$ cat src/logic/scsc_pkg.sv
package scsc_pkg;

  // ------------------------------------------------------------
  // Register map
  // ------------------------------------------------------------
  localparam logic [7:0] SCSC_ADDR_DIVCTL = 8'h35;
  localparam logic [7:0] SCSC_ADDR_TBDIV  = 8'h36;
  localparam logic [7:0] SCSC_ADDR_SBY1   = 8'h38;
  localparam logic [7:0] SCSC_ADDR_SBY2   = 8'h39;

  localparam logic [7:0] SCSC_RST_DIVCTL = 8'h00;
  localparam logic [7:0] SCSC_RST_TBDIV  = 8'h00;
  localparam logic [7:0] SCSC_RST_SBY1   = 8'h00;
  localparam logic [7:0] SCSC_RST_SBY2   = 8'h80;

  // Writable bits of each register, readable bits of all but TBDIV
  localparam logic [7:0] SCSC_WM_DIVCTL = 8'h20;
  localparam logic [7:0] SCSC_WM_TBDIV  = 8'hef;
  localparam logic [7:0] SCSC_WM_SBY1   = 8'hfc;
  localparam logic [7:0] SCSC_WM_SBY2   = 8'hb0;
  localparam logic [7:0] SCSC_RM_DIVCTL = 8'he7;
  localparam logic [7:0] SCSC_RM_SBY1   = 8'hfc;
  localparam logic [7:0] SCSC_RM_SBY2   = 8'hf0;

  // ------------------------------------------------------------
  // Field positions
  // ------------------------------------------------------------
  localparam int SCSC_SBY1_STOP   = 7;
  localparam int SCSC_SBY1_RELSEL = 6;
  localparam int SCSC_SBY1_RETSEL = 5;
  localparam int SCSC_SBY1_HOLD   = 4;
  localparam int SCSC_SBY1_WUT    = 2;
  localparam int SCSC_SBY2_IDLE   = 4;
  localparam int SCSC_DIV_STAGE   = 5;
  localparam int SCSC_TB_DIVIDER_OUTPUT_ENABLE    = 7;
  localparam int SCSC_TB_DVORATE  = 5;
  localparam int SCSC_TB_EN       = 3;
  localparam int SCSC_TB_RATE     = 0;

  // ------------------------------------------------------------
  // Timing generator
  // ------------------------------------------------------------
  localparam int SCSC_FC_HZ    = 10_000_000;
  localparam int SCSC_PRE_W    = 3;
  localparam int SCSC_DIV_W    = 21;
  localparam int SCSC_CHAIN_W  = SCSC_PRE_W + SCSC_DIV_W;
  localparam int SCSC_WUP_LONG  = 3 * (2 ** 16);
  localparam int SCSC_WUP_MID   = 2 ** 16;
  localparam int SCSC_WUP_SHORT = 2 ** 14;
  localparam int SCSC_TAP_TB   = 8;
  localparam int SCSC_TAP_DVO  = 10;
  localparam int SCSC_TAP_WDT  = 12;
  localparam int SCSC_TAP_TMR  = 4;

  typedef enum logic [1:0] {
    SCSC_NORMAL = 2'b00,
    SCSC_IDLE   = 2'b01,
    SCSC_STOP   = 2'b10,
    SCSC_WARMUP = 2'b11
  } scsc_mode_e;

endpackage

$ cat src/logic/scsc_top.sv
// The strobed register port was chosen for this implementation.
`timescale 1ns/1ns
module scsc_top
  import scsc_pkg::*;
#(
  parameter int WUP_LONG_CYC  = SCSC_WUP_LONG,
  parameter int WUP_MID_CYC   = SCSC_WUP_MID,
  parameter int WUP_SHORT_CYC = SCSC_WUP_SHORT
) (
  // Clock and reset
  input  wire logic       clk_sys_in,
  input  wire logic       rst_n_in,
  // Register port
  input  wire logic [7:0] reg_addr_in,
  input  wire logic [7:0] reg_wdata_in,
  input  wire logic       reg_wr_in,
  input  wire logic       reg_rd_in,
  output logic      [7:0] reg_rdata_out,
  // External and core signals
  input  wire logic       stop_release_pin_in,
  input  wire logic       irq_in,
  input  wire logic       master_interrupt_enable_in,
  // Mode outputs
  output logic      [1:0] mode_out,
  output logic            cpu_run_out,
  output logic            wdt_run_out,
  output logic            periph_run_out,
  output logic            osc_enable_out,
  output logic            port_hiz_out,
  output logic            service_irq_out,
  output logic            resume_next_out,
  // Timing generator outputs
  output logic      [1:0] machine_state_out,
  output logic            divider_output_pulse_out,
  output logic            tb_src_out,
  output logic            wdt_src_out,
  output logic            tmr_src_out,
  output logic            warmup_clk_out
);

  // ------------------------------------------------------------
  // State
  // ------------------------------------------------------------
  typedef struct packed {
    scsc_mode_e              mode;
    logic [SCSC_CHAIN_W-1:0] chain;
    logic [1:0]              mstate;
    logic [7:0]              tbdiv;
    logic [7:0]              sby1;
    logic [7:0]              sby2;
    logic [7:0]              divctl;
    logic                    pin_prev;
    logic [7:0]              rdata;
    logic                    divider_output_pulse;
    logic                    tb_src;
    logic                    wdt_src;
    logic                    tmr_src;
    logic                    wup_clk;
    logic                    svc;
    logic                    resume;
  } scsc_state_s;

  scsc_state_s q;
  scsc_state_s d;

  logic [SCSC_CHAIN_W-1:0] wup_base;
  logic [SCSC_CHAIN_W-1:0] wup_target;
  logic                    pin_rise;
  logic                    release_ok;
  logic                    clocks_run;
  logic [1:0]              dvo_rate;
  logic [2:0]              tb_rate;

  // A stage ticks when every bit below and at it is one
  function automatic logic scsc_tap(input logic [SCSC_CHAIN_W-1:0] chain,
                                    input int                      stage);
    logic [SCSC_CHAIN_W-1:0] mask;
    mask = '1;
    mask = mask >> (SCSC_CHAIN_W - 1 - stage);
    return (chain & mask) == mask;
  endfunction

  // ------------------------------------------------------------
  // Warm-up length
  // ------------------------------------------------------------
  always_comb begin
    case (q.sby1[SCSC_SBY1_WUT +: 2])
      2'b00:   wup_base = SCSC_CHAIN_W'(WUP_LONG_CYC);
      2'b01:   wup_base = SCSC_CHAIN_W'(WUP_MID_CYC);
      2'b10:   wup_base = SCSC_CHAIN_W'(WUP_SHORT_CYC);
      // Reserved code falls back to the longest, safest wait
      default: wup_base = SCSC_CHAIN_W'(WUP_LONG_CYC);
    endcase
    wup_target = q.divctl[SCSC_DIV_STAGE] ? (wup_base << 1) : wup_base;
  end

  assign pin_rise   = stop_release_pin_in & ~q.pin_prev;
  assign release_ok = q.sby1[SCSC_SBY1_RELSEL] ? stop_release_pin_in
                                                : pin_rise;
  assign clocks_run = (q.mode == SCSC_NORMAL) || (q.mode == SCSC_IDLE);
  assign dvo_rate   = q.tbdiv[SCSC_TB_DVORATE +: 2];
  assign tb_rate    = q.tbdiv[SCSC_TB_RATE +: 3];

  // ------------------------------------------------------------
  // Next state
  // ------------------------------------------------------------
  always_comb begin
    d          = q;
    d.pin_prev = stop_release_pin_in;
    d.rdata    = 8'h00;
    d.svc      = 1'b0;
    d.resume   = 1'b0;
    d.wup_clk  = 1'b0;

    // Oscillator is off in stop, so the whole chain freezes there
    if (q.mode != SCSC_STOP) begin
      d.chain = q.chain + 1'b1;
    end

    // One state per fc period, four states per machine cycle
    // The core spends one to fifteen such cycles on an instruction
    if (clocks_run) begin
      d.mstate = q.mstate + 2'h1;
    end

    // Source clocks, each a one-cycle enable from a divider stage; the divider output toggles on its stage instead
    d.tb_src  = clocks_run && q.tbdiv[SCSC_TB_EN] &&
                scsc_tap(q.chain, SCSC_TAP_TB + int'(tb_rate));
    d.wdt_src = (q.mode == SCSC_NORMAL) && scsc_tap(q.chain, SCSC_TAP_WDT);
    d.tmr_src = clocks_run && scsc_tap(q.chain, SCSC_TAP_TMR);
    if (!q.tbdiv[SCSC_TB_DIVIDER_OUTPUT_ENABLE]) begin
      d.divider_output_pulse = 1'b0;
    end else if (clocks_run && scsc_tap(q.chain, SCSC_TAP_DVO + int'(dvo_rate))) begin
      d.divider_output_pulse = ~q.divider_output_pulse;
    end

    // --------------------------------------------------------
    // Mode sequencer
    // --------------------------------------------------------
    case (q.mode)
      SCSC_NORMAL: begin
        if (q.sby1[SCSC_SBY1_STOP]) begin
          d.chain = '0;
          if (q.sby1[SCSC_SBY1_RELSEL] && stop_release_pin_in) begin
            d.mode                 = SCSC_WARMUP;
            d.sby1[SCSC_SBY1_STOP] = 1'b0;
          end else begin
            d.mode = SCSC_STOP;
          end
        end else if (q.sby2[SCSC_SBY2_IDLE]) begin
          d.mode = SCSC_IDLE;
        end
      end
      SCSC_IDLE: begin
        if (irq_in) begin
          d.mode                 = SCSC_NORMAL;
          d.sby2[SCSC_SBY2_IDLE] = 1'b0;
          d.svc                  = master_interrupt_enable_in;
          d.resume               = ~master_interrupt_enable_in;
        end
      end
      SCSC_STOP: begin
        // Edge detection keeps sampling so a rising edge is seen here
        if (release_ok) begin
          d.mode                 = SCSC_WARMUP;
          d.chain                = '0;
          d.sby1[SCSC_SBY1_STOP] = 1'b0;
        end
      end
      SCSC_WARMUP: begin
        d.wup_clk = 1'b1;
        // Once warm-up runs, a low pin does not send us back to stop
        if (q.chain == wup_target - 1'b1) begin
          // Return mode one is reserved, so release always goes to normal
          d.mode   = SCSC_NORMAL;
          d.chain  = '0;
          d.mstate = 2'h0;
          d.resume = 1'b1;
        end
      end
      default: begin
        d.mode = SCSC_NORMAL;
      end
    endcase

    // --------------------------------------------------------
    // Register port
    // --------------------------------------------------------
    // Writes come last so a set in the same cycle wins over a clear
    if (reg_wr_in) begin
      case (reg_addr_in)
        SCSC_ADDR_DIVCTL: d.divctl = reg_wdata_in & SCSC_WM_DIVCTL;
        SCSC_ADDR_TBDIV:  d.tbdiv  = reg_wdata_in & SCSC_WM_TBDIV;
        SCSC_ADDR_SBY1:   d.sby1   = reg_wdata_in & SCSC_WM_SBY1;
        SCSC_ADDR_SBY2:   d.sby2   = reg_wdata_in & SCSC_WM_SBY2;
        default: begin
        end
      endcase
    end

    if (reg_rd_in) begin
      case (reg_addr_in)
        SCSC_ADDR_DIVCTL: d.rdata = q.divctl & SCSC_RM_DIVCTL;
        SCSC_ADDR_TBDIV:  d.rdata = q.tbdiv;
        SCSC_ADDR_SBY1:   d.rdata = q.sby1 & SCSC_RM_SBY1;
        SCSC_ADDR_SBY2:   d.rdata = q.sby2 & SCSC_RM_SBY2;
        default:          d.rdata = 8'h00;
      endcase
    end
  end

  // ------------------------------------------------------------
  // Registers
  // ------------------------------------------------------------
  always_ff @(posedge clk_sys_in) begin
    if (!rst_n_in) begin
      q.mode     <= SCSC_NORMAL;
      q.chain    <= '0;
      q.mstate   <= 2'h0;
      q.tbdiv    <= SCSC_RST_TBDIV;
      q.sby1     <= SCSC_RST_SBY1;
      q.sby2     <= SCSC_RST_SBY2;
      q.divctl   <= SCSC_RST_DIVCTL;
      q.pin_prev <= 1'b0;
      q.rdata    <= 8'h00;
      q.divider_output_pulse      <= 1'b0;
      q.tb_src   <= 1'b0;
      q.wdt_src  <= 1'b0;
      q.tmr_src  <= 1'b0;
      q.wup_clk  <= 1'b0;
      q.svc      <= 1'b0;
      q.resume   <= 1'b0;
    end else begin
      q <= d;
    end
  end

  // ------------------------------------------------------------
  // Outputs
  // ------------------------------------------------------------
  assign reg_rdata_out            = q.rdata;
  assign mode_out                 = q.mode;
  assign cpu_run_out              = (q.mode == SCSC_NORMAL);
  assign wdt_run_out              = (q.mode == SCSC_NORMAL);
  assign periph_run_out           = clocks_run;
  assign osc_enable_out           = (q.mode != SCSC_STOP);
  assign port_hiz_out             = (q.mode == SCSC_STOP) &&
                                    !q.sby1[SCSC_SBY1_HOLD];
  assign service_irq_out          = q.svc;
  assign resume_next_out          = q.resume;
  assign machine_state_out        = q.mstate;
  assign divider_output_pulse_out = q.divider_output_pulse;
  assign tb_src_out               = q.tb_src;
  assign wdt_src_out              = q.wdt_src;
  assign tmr_src_out              = q.tmr_src;
  assign warmup_clk_out           = q.wup_clk;

endmodule

$ cat config.mk
export PLATFORM = sky130hd
export DESIGN_NAME = scsc_top
export DESIGN_NICKNAME = d
export VERILOG_FILES = /design/src/logic/scsc_pkg.sv /design/src/logic/scsc_top.sv
export SDC_FILE = /design/constraint.sdc
export NUM_CORES = 1
export LEC_CHECK = 0
export CAP_MARGIN = 20
export CORE_ASPECT_RATIO = 1.4
export CORE_UTILIZATION = 50
export CTS_CLUSTER_SIZE = 20
export DETAILED_ROUTE_END_ITERATION = 10
export DONT_BUFFER_PORTS = 1
export MAX_ROUTING_LAYER = met4
export SYNTH_ARGS = -nofsm -noshare
export SYNTH_HDL_FRONTEND = slang
export SYNTH_SLANG_ARGS = --single-unit
$ cat constraint.sdc
create_clock -name clk_sys_in -period 6.3 [get_ports clk_sys_in]
set_input_delay 1.26 -clock clk_sys_in [delete_from_list [all_inputs] [get_ports clk_sys_in]]
set_output_delay 1.26 -clock clk_sys_in [all_outputs]
set_load 0.01 [all_outputs]
# [After elaboration in Yosys (flattened, before gate mapping)]
# Cells that the tools add are included.
[totals] register_bits=61 inputBits=23 output_inout_bits=24
[classes] add_sub_neg=7 eq_ne=19 n_shift=2 n_mux=30 bitwise_logic=6 n_reduce_logical=18
[op_table] cell="two-way mux 24 bit" count=4
[op_table] cell="equality test 24 bit" count=3
[op_table] cell="one-hot mux 24 bit (3 select lines)" count=1
[op_table] cell="right shift 24 x 32 -> 24 bit, first input constant" count=2
[op_table] cell="bitwise AND 24 bit" count=2
[op_table] cell="one-hot mux 18 bit (2 select lines)" count=1
[op_table] cell="equality test 8 x 6 -> 1 bit, second input constant" count=4
[op_table] cell="one-hot mux 8 bit (4 select lines)" count=1
[op_table] cell="two-way mux 28 bit" count=1
[op_table] cell="two-way mux 26 bit" count=1
[op_table] cell="adder 24 x 1 -> 24 bit, second input constant" count=1
[op_table] cell="subtractor 24 x 1 -> 24 bit, second input constant" count=1
[op_table] cell="two-way mux 8 bit" count=2
[op_table] cell="equality test 13 bit, second input constant" count=1
[op_table] cell="AND reduction 2 bit" count=6
[op_table] cell="subtractor 5 x 5 -> 6 bit, first input constant" count=2
[op_table] cell="two-way mux 1 bit" count=10
[op_table] cell="two-way mux 2 bit" count=5
[op_table] cell="inequality test 2 bit, second input constant" count=4
[op_table] cell="one-hot mux 2 bit (4 select lines)" count=1
[op_table] cell="logical AND 1 bit" count=7
[op_table] cell="equality test 2 bit, second input constant" count=3
[op_table] cell="two-way mux 6 bit" count=1
[op_table] cell="adder 4 x 2 -> 5 bit, first input constant" count=1
[op_table] cell="13 further kinds" count=17

# [Logic depth before layout (Yosys ltp)]
# Gate-level depths: netlist of run 1.
[logic_depth] word_depth=7 ltp_mapped=11 mapped_depth_nobuf=10

# [Worst setup path after synthesis of run 1]
# No wires, ideal clock.
[synth_path] kind="in2reg" startpoint="input reg_addr_in[6]" endpoint="register q, in the netlist dvo_rate[0]" arrival_time_ns=2.596 required_time_ns=6.224 setup_slack_ns=3.628 cell_stages=6 path_cell_list="and4bb_2 -> nand3b_1 -> nor3b_1 -> clkbuf_1 -> nand3_1 -> a21boi_0"
[synth_between] elab_chain_len=2
[synth_rtl] element="start, declared" line="scsc_top.sv:14" source="input wire logic [7:0] reg_addr_in,"
[synth_rtl] element="equality test 8 x 6 -> 1 bit" line="scsc_top.sv:191" source="case (reg_addr_in)"
[synth_rtl] element="AND reduction 2 bit (no source line)"
[synth_rtl] element="end, declared" line="scsc_top.sv:63" source="scsc_state_s q;"
# Every way passes these cells.
# A chain may end at the register's enable or synchronous reset.

# [Worst setup path after layout of run 1]
[layout_path] startpoint="register q, in the netlist mode_out[1]" endpoint="output port_hiz_out"
[layout_between] elab_chain_len=2
[layout_rtl] element="equality test 2 bit" line="scsc_top.sv:247" source="assign port_hiz_out = (q.mode == SCSC_STOP) &&"
[layout_rtl] element="logical AND 1 bit" line="scsc_top.sv:247"
[layout_rtl] element="end, declared" line="scsc_top.sv:29" source="output logic port_hiz_out,"
# Every way passes these cells.

==> impl_metrics.json, run 1 <==
{
  "synth_commonest_cells": "dfxtp_1, nand2_1, nand3_1",
  "worst-path-buf-inv": 1,
  "synth_fp_nets": 423,
  "postCtsHoldBufs": 0,
  "area_growth_pct": 5.771,
  "cts_root_buffer": "clkbuf_8",
  "grt_pass1_wl_mm": 12.25,
  "cts-htree-levels": 3,
  "ys_seq_area_share_pct": 38.32,
  "vdd_drop_max_uv": 139.9,
  "via_per_inst": 5.958,
  "post-place-cells": 438,
  "gr-usage-all-layers_pct": 24.24,
  "cts.sinks": 61,
  "seq_power_share_pct": 46.9,
  "r2r_slack_ps": 3460,
  "cp_slowest_stage_delay_ps": 650,
  "fillers": 592,
  "synth_top_area_share_pct": 38.32,
  "startpoint_type": "register",
  "n_antenna_cell": 0,
  "core_sq_mm": 0.006168,
  "crit_fanout": 14,
  "post_cts_buffers": 0,
  "holdCritPathClass": "register to register",
  "maxSlewViolCount": 0,
  "ys.flop_type": "dfxtp_1",
  "synthTopCellsByArea": "dfxtp_1, nand3_1, nand2_1",
  "cts_tree": "yes",
  "yosys_warnings": 0,
  "grt_max_degree": 36,
  "grt_pass1_vias": 2573,
  "ios": 47,
  "synthCells": 394,
  "yosysUniqueCellTypes": 56,
  "synth_edf_count": 0,
  "gp_congestion": 0.8213,
  "hold_viol_final": 0,
  "cts_buffers": 9,
  "fmax_mhz": 321.1,
  "dieHeight_um": 96.46,
  "seqCellArea_sq_mm": 0.001221,
  "dpl.hpwl_mm": 5.352,
  "synth_seq_cells": 61,
  "min_period_ps": 3114,
  "ff2ff_path_depth": 9,
  "port_buffers": 0,
  "routed_wl_mm": 7.357,
  "status": "finished, final reports clean",
  "power-per-cell-area_mw_per_mm2": 248.3,
  "firstDrtPassIters": 4,
  "die_x_um": 69.47,
  "die_area_sq_mm": 0.006701,
  "tightest_slew_ps": 847.6,
  "gr-usage-met1_pct": 26.92,
  "p_switching_mw": 0.1752,
  "cts_buffer_depth": 2,
  "p_leak_nw": 1.135,
  "met3_usage_pct": 4.357,
  "drc": 0,
  "async_flop_share_pct": 0,
  "top_usage_layer": "met2",
  "met2_usage_pct": 41.91,
  "ant_nets": 0,
  "final_layout_size_suffix_gt1_share_pct": 6.806,
  "crit_slowest_cell": "dfxtp_1",
  "setup_tns_ps": 0,
  "drtIter0Drc": 141,
  "antenna_found_initial": 0,
  "slew_headroom_pct": 42.70,
  "hold_end": "q[37]$_SDFFE_PN0P_",
  "r2r-start": "q[34]$_SDFFE_PN0P_",
  "final_cells": 454,
  "switching_share_pct": 20.93,
  "rsz0062_at_grt": "false",
  "holdPathStages": 2,
  "synth_most_common_cell": "dfxtp_1",
  "clock_latency_ps": 340,
  "netlist_area_sq_mm": 0.003187,
  "cts_resized": 0,
  "grt_overflow": 0,
  "start_util_pct": 51.66,
  "total_power_mw": 0.8369,
  "wl_per_cell_um": 16.20,
  "hp-start": "q[37]$_SDFFE_PN0P_",
  "fin_crit_sh_pct": 49.43,
  "nets": 406,
  "syn_area_per_cell_sq_um": 8.088,
  "yosysTopAreaCell": "dfxtp_1",
  "multi_input_area_sq_mm": 0.001757,
  "worstSetupPathType": "register to output port",
  "power_frac_comb_pct": 2.0,
  "vias": 2705,
  "fin_skew_ps": 9.981,
  "maxCapViolations": 0,
  "critPathTopFamily": "flip-flops",
  "rows": 34,
  "clock_power_share_pct": 51.1,
  "critPathArrivalTime_ps": 1850,
  "clkTransAtPathRegs_ps": 80,
  "required_ps": 5040,
  "setup_viol": 0,
  "endpoint_kind": "output port",
  "p_int_mw": 0.6618,
  "crit_chain": "nor2b_1, inv_2, nor2_1",
  "r2r_end": "q[57]$_SDFF_PN0_"
}
## metrics by stage
step	hold slack [ps]	cell area (sq um)	util (%)	setup slack, ps
floorplan	439.7	3187	-	3628
global placement	451.1	3124	50.65	3438
detailed placement	455.9	3124	50.65	3418
CTS	465.7	3371	54.64	3162
global route	486.7	3371	54.64	2980
finish	469.2	3371	54.64	3186
## final cells by class
class                      instances  share of cell area, %
tap                               72                  2.673
inverter                           9                  1.002
clock inverter                     7                  3.638
timing repair buffer               3                 0.6682
sequential                        61                  36.23
multi-input combinational        293                  52.12
clock buffer                       9                  3.675
## cell families after synthesis
| logic type | synth area share (%) |
|---|---|
| compound gates | 15.47 |
| xor+xnor | 4.398 |
| fa+ha+maj | 2.356 |
| buf+inv | 6.556 |
| flops | 38.32 |
| mux | 1.885 |
| simple gates | 31.02 |
## metal layers
layer	vias to the layer above	routed length (um)	share of wire, %
li1	1366	-	-
met1	1277	3098	42
met2	50	3848	52
met3	12	256	3.5
met4	0	153	2.1
met5	-	0	0
## power by group through the flow
stage / clock network, mW / registers (mW) / logic (mW)
6_report: 0.428 / 0.393 / 0.0164
5_1_grt: 0.452 / 0.393 / 0.0185
4_1_cts: 0.434 / 0.393 / 0.0166
3_5_place_dp: 0 / 0.402 / 0.0165
3_3_place_gp: 0 / 0.402 / 0.0164
2_1_floorplan: 0 / 0.400 / 0.0199
## state kept, by name, indices dropped and copies added (netlist names)
name and flops:
tb_src_out 1, tmr_src_out 1, q 40, wdt_src_out 1, mode_out 2, machine_state_out 2, resume_next_out 1, service_irq_out 1
divider_output_pulse_out 1, warmup_clk_out 1, reg_rdata_out 8, dvo_rate 2
## worst reg2reg max path: cells and delay by family (launching register included)
kind            cells  cell delay, ps
fa+ha+maj           2             530
flops               1             340
simple gates        3            1050
xor+xnor            1             360
buf+inv             1              90
compound gates      2             340
## worst max path at each step
stage / start / end / slack, ps / cells after the start
6_report: mode_out[1]$_SDFFE_PN0P_ / port_hiz_out / 3190 / 3
5_1_grt: mode_out[1]$_SDFFE_PN0P_ / port_hiz_out / 2980 / 3
4_1_cts: mode_out[1]$_SDFFE_PN0P_ / port_hiz_out / 3160 / 3
3_5_place_dp: reg_addr_in[6] / q[28]$_SDFF_PN0_ / 3420 / 6
3_3_place_gp: reg_addr_in[6] / q[28]$_SDFF_PN0_ / 3440 / 6
2_1_floorplan: reg_addr_in[6] / dvo_rate[0]$_SDFFE_PN0P_ / 3630 / 6
## layout by cell type, fill, tap and decap left out, drive strengths merged, types with 3 or more instances in the layout
master	instances
bufinv	3
o41ai	3
o31ai	5
nand2b	4
inv	10
and2	6
nand3	42
nand2	48
nand4	6
mux2i	6
nor2b	3
nand3b	3
o21ai	10
o21bai	3
buf	3
a31oi	5
nor3b	4
xnor2	9
nor2	37
nor3	21
nor4	4
xor2	7
and3	6
a22oi	5
clkbuf	9
ha	6
dfxtp	61
a21boi	15
a21oi	9
Note: power is estimated with default switching activity, not from simulation.
==> run 2: changes to the inputs <==
PLACE_DENSITY = 0.68   (was unset)
clock period = 2.5 ns   (was 6.3 ns; I/O delays follow)
==> run 2 against run 1 <==
Register-to-register slack worse by 3400 ps. Sequential power grew to 2.5 times the previous value. Global-route usage hardly changed. Clock skew is 2.7 ps lower. Final cell count is 3.3% higher. Highest routed layer unchanged. Largest power group unchanged. Flip-flop and latch count stayed put. Total power is 140% higher. Sequential share of layout area is 1.5 points lower. Critical endpoint is now q[64]$_SDFF_PN0_.
==> impl_metrics.json, run 2 (synthesis results as in run 1) <==
{
  "status": "finished, final reports clean",
  "seqCellArea_sq_mm": 0.001222,
  "nets": 422,
  "vdd_drop_max_uv": 429.5,
  "p_int_mw": 1.614,
  "seq_power_share_pct": 48.9,
  "dieHeight_um": 96.46,
  "maxCapViolations": 0,
  "via_per_inst": 5.989,
  "critPathArrivalTime_ps": 2680,
  "crit_fanout": 4,
  "setup_viol": 0,
  "die_x_um": 69.47,
  "p_switching_mw": 0.4117,
  "crit_slowest_cell": "or4_1",
  "cts.sinks": 61,
  "area_growth_pct": 10.37,
  "rows": 34,
  "core_sq_mm": 0.006168,
  "drtIter0Drc": 194,
  "wl_per_cell_um": 16.30,
  "start_util_pct": 51.66,
  "layout_setup_ws_ps": 43.74,
  "routed_wl_mm": 7.645,
  "clkTransAtPathRegs_ps": 70,
  "final_layout_size_suffix_gt1_share_pct": 11.08,
  "grt_pass1_vias": 2691,
  "dpl.hpwl_mm": 5.428,
  "firstDrtPassIters": 4,
  "power-per-cell-area_mw_per_mm2": 576.0,
  "cts_tree": "yes",
  "largest_reg_flops": 40,
  "holdCritPathClass": "input port to register",
  "gp_congestion": 0.9099,
  "switching_share_pct": 20.32,
  "cts-htree-levels": 3,
  "post-place-ws_ps": -29.66,
  "cts_buffer_depth": 2,
  "final_common_cell": "dfxtp_1",
  "cts_root_buffer": "clkbuf_8",
  "worstSetupPathType": "register to register",
  "clock_latency_ps": 340,
  "fin_crit_sh_pct": 98.25,
  "grt_overflow": 0,
  "slew_headroom_pct": 58.52,
  "ios": 47,
  "cpMostUsedCell": "o41ai_1",
  "clock_power_share_pct": 49.0,
  "startpoint_type": "register",
  "crit_chain": "buf_4, inv_1, ha_1, o41ai_1, a31oi_1, or4_1, o41ai_1, o31ai_1",
  "ant_nets": 0,
  "grt_pass1_wl_mm": 12.41,
  "fillers": 573,
  "fmax_mhz": 407.1,
  "n_antenna_cell": 0,
  "maxSlewViolCount": 0,
  "hold_viol_final": 0,
  "vias": 2809,
  "tightest_slew_ps": 619.5,
  "multi_input_area_sq_mm": 0.001774,
  "port_buffers": 0,
  "min_period_ps": 2456,
  "power_frac_comb_pct": 2.1,
  "fin_skew_ps": 7.282,
  "postCtsHoldBufs": 0,
  "final_cell_mix": "dfxtp_1, nand2_1, nand3_1, nor2_1, nor3_1",
  "drc": 0,
  "required_ps": 2720,
  "gr-usage-all-layers_pct": 24.20,
  "p_leak_nw": 1.229,
  "cts_buffers": 9,
  "die_area_sq_mm": 0.006701,
  "cp_slowest_stage_delay_ps": 560,
  "grt_max_degree": 36,
  "antenna_found_initial": 0,
  "setup_tns_ps": 0,
  "rsz0062_at_grt": "true",
  "endpoint_kind": "register",
  "regMostFlops": "q"
}
run 2: changes by cell type in the layout (fill, tap and decap cells not counted), moves of 2 or more:
cell / previous run / this run
buf_4: 3 / 17
clkbuf_8: 9 / 11
clkinvlp_4: 2 / 0
ha_1: 6 / 4
ha_2: 0 / 2
run 2: final cells by class:
cell class,instances,area share [%]
multi-input cells,293,50.44
flip-flops and latches,61,34.76
repair buffers,19,4.909
clock buffers,12,4.411
well taps,72,2.561
clock inverters,3,1.957
inverters,9,0.9605
run 2: critical path, delay by kind of cell, from the launching register on:
family                   cells  cell delay [ps]
AO/OA/AOI/OAI                4             1070
AND/OR/NAND/NOR              1              560
buffers and inverters        2              170
adder cells (fa/ha/maj)      1              200
flip-flops                   1              330
run 2: timing repair:
| item | CTS | global route |
|---|---|---|
| setup endpoints to repair | 4 | 21 |
| gates resized for setup | 2 | 3 |
| buffers inserted | 0 | 1 |
| pin swaps | 0 | 2 |
| cloned | 0 | 1 |
run 2: path summary, 6_finish.rpt:
path / from / endpoint / slack [ps] / cells after the start
setup / recovery: q[35]$_SDFFE_PN0P_ / q[64]$_SDFF_PN0_ / 40 / 8
hold / removal: rst_n_in / q[31]$_SDFFE_PN1P_ / 230 / 1
setup reg to reg: q[35]$_SDFFE_PN0P_ / q[64]$_SDFF_PN0_ / 40 / 8
hold reg to reg: q[29]$_SDFFE_PN0P_ / q[29]$_SDFFE_PN0P_ / 470 / 2
run 2: layer usage:
layer / vias up / part of all wire, % / wire length, um / track usage [%]
li1: 1394 / - / - / -
met2: 81 / 51 / 3898 / 41.02
met5: - / 0 / 0 / -
met4: 0 / 2.2 / 169 / 11.05
met3: 17 / 5.1 / 393 / 6.120
met1: 1317 / 42 / 3183 / 27.01
run 2: stage by stage:
step	utilization, %	power [mW]	instances	hold WS [ps]	area, sq um
global route	57.02	2.095	469	208.1	3517
detailed placement	52.56	1.055	452	456.1	3242
global placement	52.56	1.054	452	452.1	3242
floorplan	-	1.059	394	439.7	3187
finish	57.02	2.026	469	233.3	3517
CTS	56.31	2.039	467	214.7	3473
run 2: power groups by stage:
stage	clock (mW)	sequential [mW]	combinational [mW]
after global placement	0	1.01	0.0421
final	0.993	0.990	0.0429
after global routing	1.05	0.991	0.0494
after detailed placement	0	1.01	0.0426
after floorplan	0	1.01	0.0501
after CTS	1.01	0.990	0.0429
